File: src/design/frc_pkg.sv
package frc_pkg;
   // Command codes of the four configuration registers
   localparam logic [7:0] ADDR_SELECT_CMD = 8'h00_D3;
   localparam logic [7:0] OV_THRESH_CMD = 8'h00_D4;
   localparam logic [7:0] OV_RESP_CMD = 8'h00_D5;
   localparam logic [7:0] OT_OC_RESP_CMD = 8'h00_D6;
   // Values after reset
   localparam logic [7:0] ADDR_SELECT_RESET = 8'h00_00;
   localparam logic [7:0] OV_THRESH_RESET = 8'h00_00;
   localparam logic [7:0] OV_RESP_RESET = 8'h00_00;
   localparam logic [7:0] OT_OC_RESP_RESET = 8'h00_00;
   // Field positions
   localparam int ADDR_ENABLE_BIT = 7;
   localparam int NEG_DELAY_BIT = 3;
   localparam int NEG_LIMIT_BIT = 2;
   localparam int OC_ACTION_BIT = 3;
   localparam int OT_ACTION_BIT = 0;
   localparam logic [7:0] PROT_WRITE_MASK = 8'h00_0F;
   // Fixed off time between discharge pulses
   localparam int DISCHARGE_OFF_NS = 1000;
   localparam int CLK_PERIOD_NS = 40;
   localparam int DISCHARGE_OFF_CYCLES = (DISCHARGE_OFF_NS + CLK_PERIOD_NS - 1) / CLK_PERIOD_NS;

   // Overvoltage response modes
   typedef enum logic [1:0] {
      FRC_LATCH_DISCHARGE = 2'b00,
      FRC_LATCH_NO_DISCHARGE = 2'b01,
      FRC_HICCUP_DISCHARGE = 2'b10,
      FRC_HICCUP_NO_DISCHARGE = 2'b11
   } frc_ov_mode_type;

   // Register write port
   typedef struct packed {
      logic write;
      logic [7:0] command;
      logic [7:0] data;
   } frc_write_type;

   // Decoded protection settings for the analog core
   typedef struct packed {
      logic [1:0] ovReleaseLevel;
      logic [1:0] ovTripLevel;
      logic negLimitDelay;
      logic negativeCurrentLimit;
      logic [1:0] ovActionSelect;
      logic overcurrentAction;
      logic [1:0] overtempHysteresis;
      logic overtempAction;
   } frc_settings_type;
endpackage

File: src/design/frc_fault_response_config.sv
// Summary of operation
// - Bit7 set selects register address, else strap
// - Address select resets to zero
// - Bits 3:2 pick overvoltage release level
// - Bits 1:0 pick overvoltage trip level
// - Threshold register resets to zero
// - Bit3 picks delay, bit2 picks negative limit
// - Bits 1:0 pick latch/hiccup, discharge or not
// - Overvoltage sets three status flags, alert
// - Discharge: pulse low side until below release
// - Latch discharge re-arms, waits for power cycle
// - Latch no-discharge goes high-Z at zero current
// - Hiccup discharge restarts soft-start after release
// - Hiccup no-discharge restarts after negative limit
// - Response register resets to zero
// - Bit3 picks overcurrent latch or retry
// - Bits 2:1 pick overtemperature hysteresis
// - Bit0 picks overtemperature latch or retry
// - Thermal/overcurrent register resets to zero
// - Writes take effect at once
module frc_fault_response_config
   import frc_pkg::*;
#(
   // Clocks of fixed off time between discharge pulses
   // Kept a parameter so a bench can shorten the loop
   parameter int OFF_CYCLES = DISCHARGE_OFF_CYCLES
) (
   // Core clock and asynchronous reset
   input wire logic clk,
   input wire logic rst,
   // One-cycle write strobe with command and data
   input wire frc_write_type regWrite,
   // Read select; the answer comes back in the same cycle
   input wire logic [7:0] readCommand,
   output logic [7:0] readData,
   output logic readHit,
   // Address strap level and the address in use
   input wire logic [6:0] strapAddress,
   output logic [6:0] busAddress,
   // Decoded fields for the analog core
   output frc_settings_type settings,
   // Comparator and event inputs from the power stage
   input wire logic aboveTrip,
   input wire logic belowRelease,
   input wire logic negLimitReached,
   input wire logic currentZero,
   // Power or enable cycle seen by the core
   input wire logic restartCycle,
   // Host clear of the overvoltage status bits
   input wire logic statusClear,
   // Power stage controls
   output logic lowSideOn,
   output logic outputHighZ,
   output logic softStartRequest,
   output logic latchedOff,
   // Status bits and alert line
   output logic statusByteOv,
   output logic statusWordVout,
   output logic statusVoutOv,
   output logic alertActive
);
   // Stored registers
   // Address select keeps all eight bits
   logic [7:0] addrSelect;
   // Threshold fields, upper nibble always zero
   logic [7:0] ovThresh;
   // Negative limit, delay and response mode
   logic [7:0] ovResp;
   // Overcurrent and overtemperature responses
   logic [7:0] otOcResp;

   // Write strobes
   // Only an exact command match writes
   // Unknown commands fall through silently
   wire wrAddr = regWrite.write && regWrite.command == ADDR_SELECT_CMD;
   wire wrThresh = regWrite.write && regWrite.command == OV_THRESH_CMD;
   wire wrResp = regWrite.write && regWrite.command == OV_RESP_CMD;
   wire wrOtOc = regWrite.write && regWrite.command == OT_OC_RESP_CMD;
   // Reserved upper nibble is dropped on write
   // Masking here keeps reads and settings consistent
   // Address select is exempt, all its bits are used
   wire [7:0] maskedData = regWrite.data & PROT_WRITE_MASK;

   // Register file; reset values are zero
   // Writes land at the edge that takes the strobe
   // Limitation: no write protection of any kind
   always_ff @(posedge clk or posedge rst) begin
      if (rst) begin
         // All four registers clear together
         addrSelect <= ADDR_SELECT_RESET;
         ovThresh <= OV_THRESH_RESET;
         ovResp <= OV_RESP_RESET;
         otOcResp <= OT_OC_RESP_RESET;
      end else begin
         // Address select, stored whole
         if (wrAddr) begin
            addrSelect <= regWrite.data;
         end
         // Overvoltage thresholds
         if (wrThresh) begin
            ovThresh <= maskedData;
         end
         // Overvoltage response
         if (wrResp) begin
            ovResp <= maskedData;
         end
         // Thermal and overcurrent response
         if (wrOtOc) begin
            otOcResp <= maskedData;
         end
      end
   end

   // Read mux; unknown commands read zero with no hit
   // No wait state: the bus slave may sample at once
   // Hits are exclusive, so the priority chain is harmless
   // Address select has no reserved bits to hide
   // Reserved nibbles read zero because they never store
   // Unmapped reads give zero rather than stale data
   wire hitAddr = readCommand == ADDR_SELECT_CMD;
   wire hitThresh = readCommand == OV_THRESH_CMD;
   wire hitResp = readCommand == OV_RESP_CMD;
   wire hitOtOc = readCommand == OT_OC_RESP_CMD;
   assign readHit = hitAddr | hitThresh | hitResp | hitOtOc;
   assign readData = hitAddr ? addrSelect :
                     hitThresh ? ovThresh :
                     hitResp ? ovResp :
                     hitOtOc ? otOcResp : 8'h00_00;

   // Live address choice
   // Takes effect on the next bus transfer
   // Strap is assumed stable while it is in use
   // Host must re-address after setting bit 7
   assign busAddress = addrSelect[ADDR_ENABLE_BIT] ? addrSelect[6:0] : strapAddress;

   // Settings go straight from the registers, no shadow copy
   // A shadow copy would delay changes until restart
   // Threshold fields feed the comparator references
   // Response fields feed the power stage sequencer
   // Thermal fields feed the temperature monitor
   // Core sees a new value one clock after the write
   // Limitation: the core must tolerate live changes
   assign settings.ovReleaseLevel = ovThresh[3:2];
   assign settings.ovTripLevel = ovThresh[1:0];
   assign settings.negLimitDelay = ovResp[NEG_DELAY_BIT];
   assign settings.negativeCurrentLimit = ovResp[NEG_LIMIT_BIT];
   assign settings.ovActionSelect = ovResp[1:0];
   assign settings.overcurrentAction = otOcResp[OC_ACTION_BIT];
   assign settings.overtempHysteresis = otOcResp[2:1];
   assign settings.overtempAction = otOcResp[OT_ACTION_BIT];

   // Mode sampled live each cycle
   // A change mid-response steers the next decision
   // Both fields are pure decodes of the stored bits
   // Every two-bit code is a legal mode
   frc_ov_mode_type mode;
   assign mode = frc_ov_mode_type'(ovResp[1:0]);
   wire withDischarge = mode == FRC_LATCH_DISCHARGE || mode == FRC_HICCUP_DISCHARGE;
   wire isLatch = mode == FRC_LATCH_DISCHARGE || mode == FRC_LATCH_NO_DISCHARGE;

   // Overvoltage sequencer states
   // Two codes are unused and fall back to regulation
   // States follow the four response modes
   typedef enum logic [2:0] {
      // Normal regulation
      FRC_RUN,
      // Low side on, discharging
      FRC_PULL_LOW,
      // Fixed off time between pulses
      FRC_OFF_WAIT,
      // Off until a power cycle
      FRC_LATCHED,
      // Output disabled, high impedance
      FRC_HIGH_Z,
      // One-cycle soft-start request
      FRC_RESTART
   } frc_ov_state_type;

   // Current and next sequencer state
   frc_ov_state_type state;
   frc_ov_state_type next_state;
   // Off-time counter, wide enough for long off times
   // Counts down to zero, then pulses again
   logic [15:0] offCount;
   logic [15:0] next_offCount;

   // Next-state logic for the overvoltage response
   // Defaults hold state, so no latch is inferred
   // Release wins over the negative limit in one cycle,
   // which avoids one needless extra discharge pulse
   always_comb begin
      next_state = state;
      next_offCount = offCount;
      unique case (state)
         // Regulating; a trip starts the response
         FRC_RUN: begin
            if (aboveTrip) begin
               next_state = FRC_PULL_LOW;
            end
         end
         FRC_PULL_LOW: begin
            // Discharge modes stop once feedback is below release
            if (withDischarge && belowRelease) begin
               next_state = isLatch ? FRC_LATCHED : FRC_RESTART;
            // Latch without discharge stops at zero current
            end else if (!withDischarge && isLatch && currentZero) begin
               next_state = FRC_HIGH_Z;
            // Hiccup without discharge restarts at the limit
            end else if (!withDischarge && !isLatch && negLimitReached) begin
               next_state = FRC_RESTART;
            // Discharge modes rest for the fixed off time
            end else if (withDischarge && negLimitReached) begin
               next_state = FRC_OFF_WAIT;
               next_offCount = 16'(OFF_CYCLES - 1);
            end
         end
         // Low side off; count down before the next pulse
         FRC_OFF_WAIT: begin
            // Feedback may settle below release while off
            if (belowRelease) begin
               next_state = isLatch ? FRC_LATCHED : FRC_RESTART;
            end else if (offCount == 16'h00_00) begin
               next_state = FRC_PULL_LOW;
            end else begin
               next_offCount = offCount - 16'h00_01;
            end
         end
         FRC_LATCHED: begin
            // Re-discharge on new trip; only a power cycle releases
            // Power cycle takes priority over a new trip
            if (restartCycle) begin
               next_state = FRC_RUN;
            end else if (aboveTrip) begin
               next_state = FRC_PULL_LOW;
            end
         end
         // Output stays disabled until a power cycle
         FRC_HIGH_Z: begin
            if (restartCycle) begin
               next_state = FRC_RUN;
            end
         end
         // Soft-start request lasts one cycle
         FRC_RESTART: begin
            next_state = FRC_RUN;
         end
         // Unused codes recover to regulation
         default: begin
            next_state = FRC_RUN;
         end
      endcase
   end

   // State registers
   // Reset leaves the converter regulating
   // Counter value is only read in the off state
   always_ff @(posedge clk or posedge rst) begin
      if (rst) begin
         state <= FRC_RUN;
         offCount <= 16'h00_00;
      end else begin
         state <= next_state;
         offCount <= next_offCount;
      end
   end

   // Core controls derived from state
   // Decoded from the state register, so free of glitches
   // Low side switch drive
   assign lowSideOn = state == FRC_PULL_LOW;
   // Output disabled
   assign outputHighZ = state == FRC_HIGH_Z;
   // Soft-start request
   assign softStartRequest = state == FRC_RESTART;
   // Either latched state blocks regulation
   assign latchedOff = state == FRC_LATCHED || state == FRC_HIGH_Z;

   // Sticky status flags; a new trip wins over a clear
   // Losing a trip to a clear would hide a real fault
   // Only a trip from regulation counts as a new event
   wire ovEvent = state == FRC_RUN && aboveTrip;
   always_ff @(posedge clk or posedge rst) begin
      // Reset clears every flag and the alert
      if (rst) begin
         statusByteOv <= 1'b0;
         statusWordVout <= 1'b0;
         statusVoutOv <= 1'b0;
         alertActive <= 1'b0;
      end else if (ovEvent) begin
         statusByteOv <= 1'b1;
         statusWordVout <= 1'b1;
         statusVoutOv <= 1'b1;
         alertActive <= 1'b1;
      // Host clear, only when no trip is pending
      end else if (statusClear) begin
         statusByteOv <= 1'b0;
         statusWordVout <= 1'b0;
         statusVoutOv <= 1'b0;
         alertActive <= 1'b0;
      end
   end
endmodule

File: config.mk
export PLATFORM = sky130hd
export DESIGN_NAME = frc_fault_response_config
export DESIGN_NICKNAME = d
export VERILOG_FILES = /design/src/design/frc_pkg.sv /design/src/design/frc_fault_response_config.sv
export SDC_FILE = /design/constraint.sdc
export NUM_CORES = 1
export LEC_CHECK = 0
export BUFFER_PORTS_ARGS = -buffer_cell sky130_fd_sc_hd__buf_4
export CORE_MARGIN = 1
export CORE_UTILIZATION = 52
export DETAILED_ROUTE_END_ITERATION = 12
export PLACE_DENSITY = 0.86
export RECOVER_POWER = 25
export SLEW_MARGIN = 5
export SYNTH_ARGS = -nofsm -noshare
export SYNTH_HDL_FRONTEND = slang
export SYNTH_SLANG_ARGS = --single-unit
export TNS_END_PERCENT = 5
File: constraint.sdc
create_clock -name clk -period 2.1 [get_ports clk]
set_input_delay 0.21 -clock clk [delete_from_list [all_inputs] [get_ports clk]]
set_output_delay 0.21 -clock clk [all_outputs]
set_load 0.05 [all_outputs]
==> results of run 1 <==
[power groups by stage]
stage	Clock (mW)	Sequential (mW)	Combinational, mW
floorplan	0	1.19	1.29
detailed placement	0	1.16	1.80
CTS	0.682	1.15	1.80
global placement	0	1.15	1.76
finish	0.666	1.15	1.82
global route	0.709	1.17	1.97
[worst max-delay path, stage by stage, from the launching register on]
cell	delay, ns
dfrtp_1	0.44
inv_1	0.08
ha_1	0.19
nor3b_4	0.20
and4_1	0.39
a21o_2	0.32
o22ai_1	0.13
[state kept, by name, indices dropped and copies added, names as in the netlist]
name	flops
ovResp	4
offCount	16
state	3
addrSelect	8
ovThresh	4
otOcResp	4
alertActive	1
[cell families after synthesis]
logic type	synth area share
DFF	0.395
AOI/OAI and AO/OA	0.177
xor gates and xnor gates	0.00346
muxes	0.150
and+or+nand+nor	0.209
adders and majority gates	0.00494
buffers and inverters	0.0607
[stage by stage]
stage                     instance area (um^2)   util  power [mW]  hold slack (ns)
after floorplan                           2540      -        2.48            0.327
after global placement                    3170  0.675        2.91            0.374
after detailed placement                  3170  0.675        2.96            0.380
after CTS                                 3290  0.701        3.63           0.0520
after global routing                      3290  0.701        3.85            0.132
final                                     3290  0.701        3.64            0.145
[cells in the final DEF, fill, tap and decap left out, types with 2 or more instances in the layout]
cell type,count
a32o_1,3
nand4_1,5
clkbuf_8,6
nor3b_1,4
nand3b_1,2
a211oi_1,4
a21o_1,2
a21oi_2,2
a211o_2,2
o211ai_1,2
nor4_4,2
dfrtp_1,40
nand2_1,13
nand4b_1,2
nand2b_1,5
o31ai_1,5
a21oi_1,7
nor3_1,7
a31oi_1,6
o221ai_1,2
nand3_1,8
and4_1,2
buf_4,85
nor2b_1,2
o21ai_0,11
mux2_2,28
o22ai_1,3
mux2i_1,5
o2bb2ai_1,2
and3_1,5
inv_1,15
nor2_1,13
[final timing paths]
path / end / slack (ns) / depth (start not counted)
worst min register to register: offCount[6]$_DFFE_PP0P_ / 0.51 / 1
min in group asynchronous: offCount[4]$_DFFE_PP0P_ / 0.23 / 3
max in group asynchronous: otOcResp[0]$_DFFE_PP0P_ / 1.25 / 3
worst max register to register: offCount[12]$_DFFE_PP0P_ / 0.22 / 6
worst max-delay path: offCount[12]$_DFFE_PP0P_ / 0.22 / 6
worst min-delay path: state[2]$_DFFE_PP0P_ / 0.14 / 2
[per-layer routing]
layer | vias to the layer above | part of all wire | track usage
met4 | 0 | 0.013 | 0.0959
met3 | 8 | 0.076 | 0.0506
met1 | 1137 | 0.43 | 0.326
met2 | 110 | 0.49 | 0.418
met5 | - | 0 | 0
li1 | 1110 | - | -
[area by class of cell]
class | count | area (um^2)
Sequential cell | 40 | 1000
Clock inverter | 2 | 38.8
Tap cell | 54 | 67.6
Inverter | 16 | 61.3
Fill cell | 342 | 1400
Clock buffer | 6 | 82.6
Timing Repair Buffer | 87 | 651
Multi-Input combinational cell | 182 | 1390
[repair_timing]
item / in CTS / in global routing
setup endpoints to repair: 0 / 9
gates resized for setup: 0 / 1
hold endpoints to repair: 0 / 0
==> impl_metrics.env, run 1 <==
export IMPL_antenna_cells=0
export IMPL_drt_total_wl_um=6330
export IMPL_syn_inst=254
export IMPL_p_per_area_nw_per_um2=1110
export IMPL_drtIter0Drc=218
export IMPL_min_period_ns=1.88
export IMPL_dpl_cell_count=379
export IMPL_clock_fmax_ghz=0.532
export IMPL_maxCapViolations=0
export IMPL_post_cts_buffers=0
export IMPL_setup_worst_path_start_class="flop"
export IMPL_avgViaCountPerCell=6.11
export IMPL_worst_path_max_fanout=10
export IMPL_pwr_share_clk=0.183
export IMPL_dr_pass1_iters=4
export IMPL_ys_seq_elements=40
export IMPL_die_h_um=71.8
export IMPL_cts_tree="built"
export IMPL_cellLeakagePower_nw=1.58
export IMPL_p_sw_mw=1.57
export IMPL_crit_required_ns=2.27
export IMPL_cts_buffer_depth=2
export IMPL_synth_async_reset_ratio=1.00
export IMPL_dominantRegCellSynth="dfrtp_1"
export IMPL_place_ws_ns=0.132
export IMPL_dieWidth_um=71.8
export IMPL_rows=25
export IMPL_insertion_delay_ns=0.30
export IMPL_ys_warn_count=0
export IMPL_syn_area_um2=2530
export IMPL_worstPathArrival_ns=2.05
export IMPL_grt_max_degree=41
export IMPL_r2r_start="offCount[1]$_DFFE_PP0P_"
export IMPL_cts_made_buffers=5
export IMPL_numPortBuffers=75
export IMPL_slew_violations=0
export IMPL_yosysTopAreaCellShare=0.395
export IMPL_grt_pass1_vias=2171
export IMPL_startpoint="offCount[1]$_DFFE_PP0P_"
export IMPL_worst_setup_hold_path_clk_slew_ns=0.09
export IMPL_drcViolationCount=0
export IMPL_rsz0062_at_grt="false"
export IMPL_seqPwrFrac=0.316
export IMPL_vdd_drop_max_mv=0.656
export IMPL_track_usage=0.252
export IMPL_cp_end_kind="flop"
export IMPL_synth_edf_count=0
export IMPL_fin_crit_sh=0.895
export IMPL_maxSlewHeadroom=0.329
export IMPL_yosysTopAreaCell="dfrtp_1"
export IMPL_drive_gt1_frac=0.417
export IMPL_yosysMostFrequentCell="dfrtp_1"
export IMPL_coreArea_um2=4690
export IMPL_start_util=0.540
export IMPL_cts_hold_buf=0
export IMPL_sw_frac_of_total=0.432
export IMPL_vias=2365
export IMPL_finalHoldViolations=0
export IMPL_cts_root_buf="clkbuf_8"
export IMPL_combPwrFrac=0.501
export IMPL_setup_ws_ns=0.220
export IMPL_grt_pass1_wl_um=10200
export IMPL_p_int_mw=2.07
export IMPL_skew_ns=0.0166
export IMPL_synthTopCellsByCount="40 x dfrtp_1, 28 x mux2_2, 15 x inv_1"
export IMPL_worstMarginPinSlew_ns=1.01
export IMPL_die_area_um2=5160
export IMPL_path_class="flop to flop"
export IMPL_synth_nets=295
export IMPL_final_nets=373
export IMPL_min_delay_start="restartCycle"
export IMPL_fin_setup_tns_ns=0
export IMPL_finalSetupViolCount=0
export IMPL_hold_path_class="primary input to flop"
export IMPL_post_drt_wl_per_cell_um=16.3
export IMPL_antenna_found_initial=0
export IMPL_syn_avg_cell_area_um2=9.98
export IMPL_final_cells=387
export IMPL_synth_cell_type_count=61
export IMPL_postRouteAntennaNets=0
export IMPL_ios=76
export IMPL_gp_congestion=0.844
export IMPL_seq_area_frac_synth=0.395
export IMPL_numClockSinks=40
export IMPL_synth_area_leaders="dfrtp_1 39%, mux2_2 12%, inv_1 2.2%, o21ai_0 2.2%, mux2i_1 2.0%"
export IMPL_syn_to_final_growth_pct=29.8
export IMPL_post_dp_hpwl_um=4740
export IMPL_h_tree_depth=2
export IMPL_grt_overflow=0
export IMPL_outcome="finished, final reports clean"
No activity file was read; power rests on OpenSTA's default activity.
==> run 2: changes to the inputs <==
Settings changed: SETUP_SLACK_MARGIN from default to 0.4.
==> impl_metrics.env, run 2 (synthesis gave the netlist of run 1 again) <==
export IMPL_min_period_ns=1.76
export IMPL_path_class="flop to flop"
export IMPL_ios=76
export IMPL_worstPathArrival_ns=1.93
export IMPL_cts_hold_buf=0
export IMPL_start_util=0.540
export IMPL_worst_setup_hold_path_clk_slew_ns=0.08
export IMPL_dieWidth_um=71.8
export IMPL_vdd_drop_max_mv=0.827
export IMPL_die_area_um2=5160
export IMPL_cts_made_buffers=5
export IMPL_worst_path_max_fanout=7
export IMPL_final_util=0.725
export IMPL_antenna_cells=0
export IMPL_filler_cell_count=330
export IMPL_coreArea_um2=4690
export IMPL_largest_reg_flops=16
export IMPL_finalSetupViolCount=0
export IMPL_grt_pass1_wl_um=10400
export IMPL_slew_violations=0
export IMPL_drcViolationCount=0
export IMPL_regMostFlops="offCount"
export IMPL_syn_to_final_growth_pct=34.3
export IMPL_hold_slack_ns=0.137
export IMPL_r2r_start="offCount[1]$_DFFE_PP0P_"
export IMPL_multi_input_area_um2=1450
export IMPL_drive_gt1_frac=0.468
export IMPL_top_regs="offCount (16), addrSelect (8)"
export IMPL_insertion_delay_ns=0.30
export IMPL_track_usage=0.259
export IMPL_drtIter0Drc=172
export IMPL_antenna_found_initial=0
export IMPL_fin_setup_tns_ns=0
export IMPL_gp_congestion=0.840
export IMPL_rows=25
export IMPL_setup_worst_path_start_class="flop"
export IMPL_grt_max_degree=41
export IMPL_pwr_share_clk=0.143
export IMPL_setup_ws_ns=0.339
export IMPL_post_dp_hpwl_um=4660
export IMPL_power_mw=3.75
export IMPL_seqPwrFrac=0.311
export IMPL_cts_tree="built"
export IMPL_crit_required_ns=2.27
export IMPL_finalHoldViolations=0
export IMPL_cellLeakagePower_nw=1.62
export IMPL_sw_frac_of_total=0.437
export IMPL_grt_pass1_vias=2204
export IMPL_grt_overflow=0
export IMPL_p_per_area_nw_per_um2=1100
export IMPL_postRouteAntennaNets=0
export IMPL_cts_root_buf="clkbuf_8"
export IMPL_p_int_mw=2.11
export IMPL_hold_end="addrSelect[7]$_DFFE_PP0P_"
export IMPL_final_nets=382
export IMPL_cp_end_kind="flop"
export IMPL_layout_commonest_cell="buf_4"
export IMPL_avgViaCountPerCell=5.94
export IMPL_outcome="finished, final reports clean"
export IMPL_ff2ff_path_depth=8
export IMPL_maxCapViolations=0
export IMPL_place_ws_ns=0.148
export IMPL_p_sw_mw=1.64
export IMPL_whs_path_depth=2
export IMPL_fin_crit_sh=0.838
export IMPL_crit_path_max_incr_delay_ns=0.41
export IMPL_clock_fmax_ghz=0.568
export IMPL_dr_pass1_iters=4
export IMPL_min_delay_start="regWrite[7]"
export IMPL_most_common_layout_cells="92 x buf_4, 35 x dfrtp_1, 28 x mux2_2"
export IMPL_drt_total_wl_um=6390
export IMPL_post_drt_wl_per_cell_um=16.1
export IMPL_hold_path_class="primary input to flop"
export IMPL_vias=2353
export IMPL_cts_buffer_depth=2
export IMPL_worstMarginPinSlew_ns=1.02
export IMPL_regArea_um2=1010
export IMPL_numClockSinks=40
export IMPL_r2r_slack_ns=0.34
export IMPL_path_cells="inv_1 -> ha_2 -> nor3b_4 -> buf_6 -> nand4_1 -> o21ai_1 -> buf_4 -> o31ai_1"
export IMPL_rsz0062_at_grt="true"
export IMPL_r2r_end="offCount[3]$_DFFE_PP0P_"
export IMPL_h_tree_depth=2
export IMPL_maxSlewHeadroom=0.322
export IMPL_worst_path_max_delay_cell="dfrtp_1"
export IMPL_numPortBuffers=75
export IMPL_combPwrFrac=0.546
export IMPL_die_h_um=71.8
export IMPL_skew_ns=0.0116
==> run 2: changes by cell type in the layout (fill, tap and decap cells not counted), sizes merged <==
cell    before  now
clkinv       2    3
bufinv       1    0
buf         85   94
==> run 2: power groups by stage <==
stage | combinational (mW) | sequential [mW] | clock [mW]
3_5_place_dp | 1.76 | 1.19 | 0
3_3_place_gp | 1.74 | 1.17 | 0
2_1_floorplan | 1.30 | 1.19 | 0
6_report | 2.05 | 1.17 | 0.538
5_1_grt | 2.21 | 1.19 | 0.587
4_1_cts | 2.01 | 1.16 | 0.553
==> run 2: worst max-delay path by stage <==
stage,start,endpoint,slack (ns),cells past startpoint
CTS,readCommand[5],readData[1],0.39,6
detailed placement,offCount[0]$_DFFE_PP0P_,state[0]$_DFFE_PP0P_,0.15,6
global route,offCount[1]$_DFFE_PP0P_,offCount[7]$_DFFE_PP0P_,0.26,8
finish,offCount[1]$_DFFE_PP0P_,offCount[3]$_DFFE_PP0P_,0.34,8
global placement,offCount[0]$_DFFE_PP0P_,state[0]$_DFFE_PP0P_,0.21,6
floorplan,ovResp[1]$_DFFE_PP0P_,readData[1],0.23,4
==> run 2: layout make-up <==
class	count	share of cell area
Multi-Input combinational cell	182	0.426
Inverter	16	0.0180
Clock buffer	6	0.0243
Sequential cell	40	0.296
Tap cell	54	0.0199
Timing Repair Buffer	96	0.213
Clock inverter	2	0.00294
==> run 2: stage by stage <==
stage | std cells | cell area, um^2
3_5_place_dp | 377 | 3170
3_3_place_gp | 377 | 3170
4_1_cts | 395 | 3400
6_report | 396 | 3400
2_1_floorplan | 254 | 2560
5_1_grt | 396 | 3400
==> run 2: critical path: cells and delay by family (launching register included) <==
| kind | cells | cell delay, ns |
|---|---|---|
| DFF | 1 | 0.41 |
| and+or+nand+nor | 2 | 0.39 |
| buffers and inverters | 3 | 0.38 |
| adders and majority gates | 1 | 0.19 |
| AOI/OAI and AO/OA | 2 | 0.26 |
==> run 2: repair_timing <==
action,CTS,global route
resized for setup,18,2
pin swaps,3,1
setup buffers,10,1
endpoints found under the setup margin,23,22
==> run 2: per-layer routing <==
metal | global-route usage | wire [um]
met3 | 0.0633 | 446
met1 | 0.338 | 2730
met2 | 0.423 | 3130
met5 | 0 | 0
met4 | 0.0871 | 82
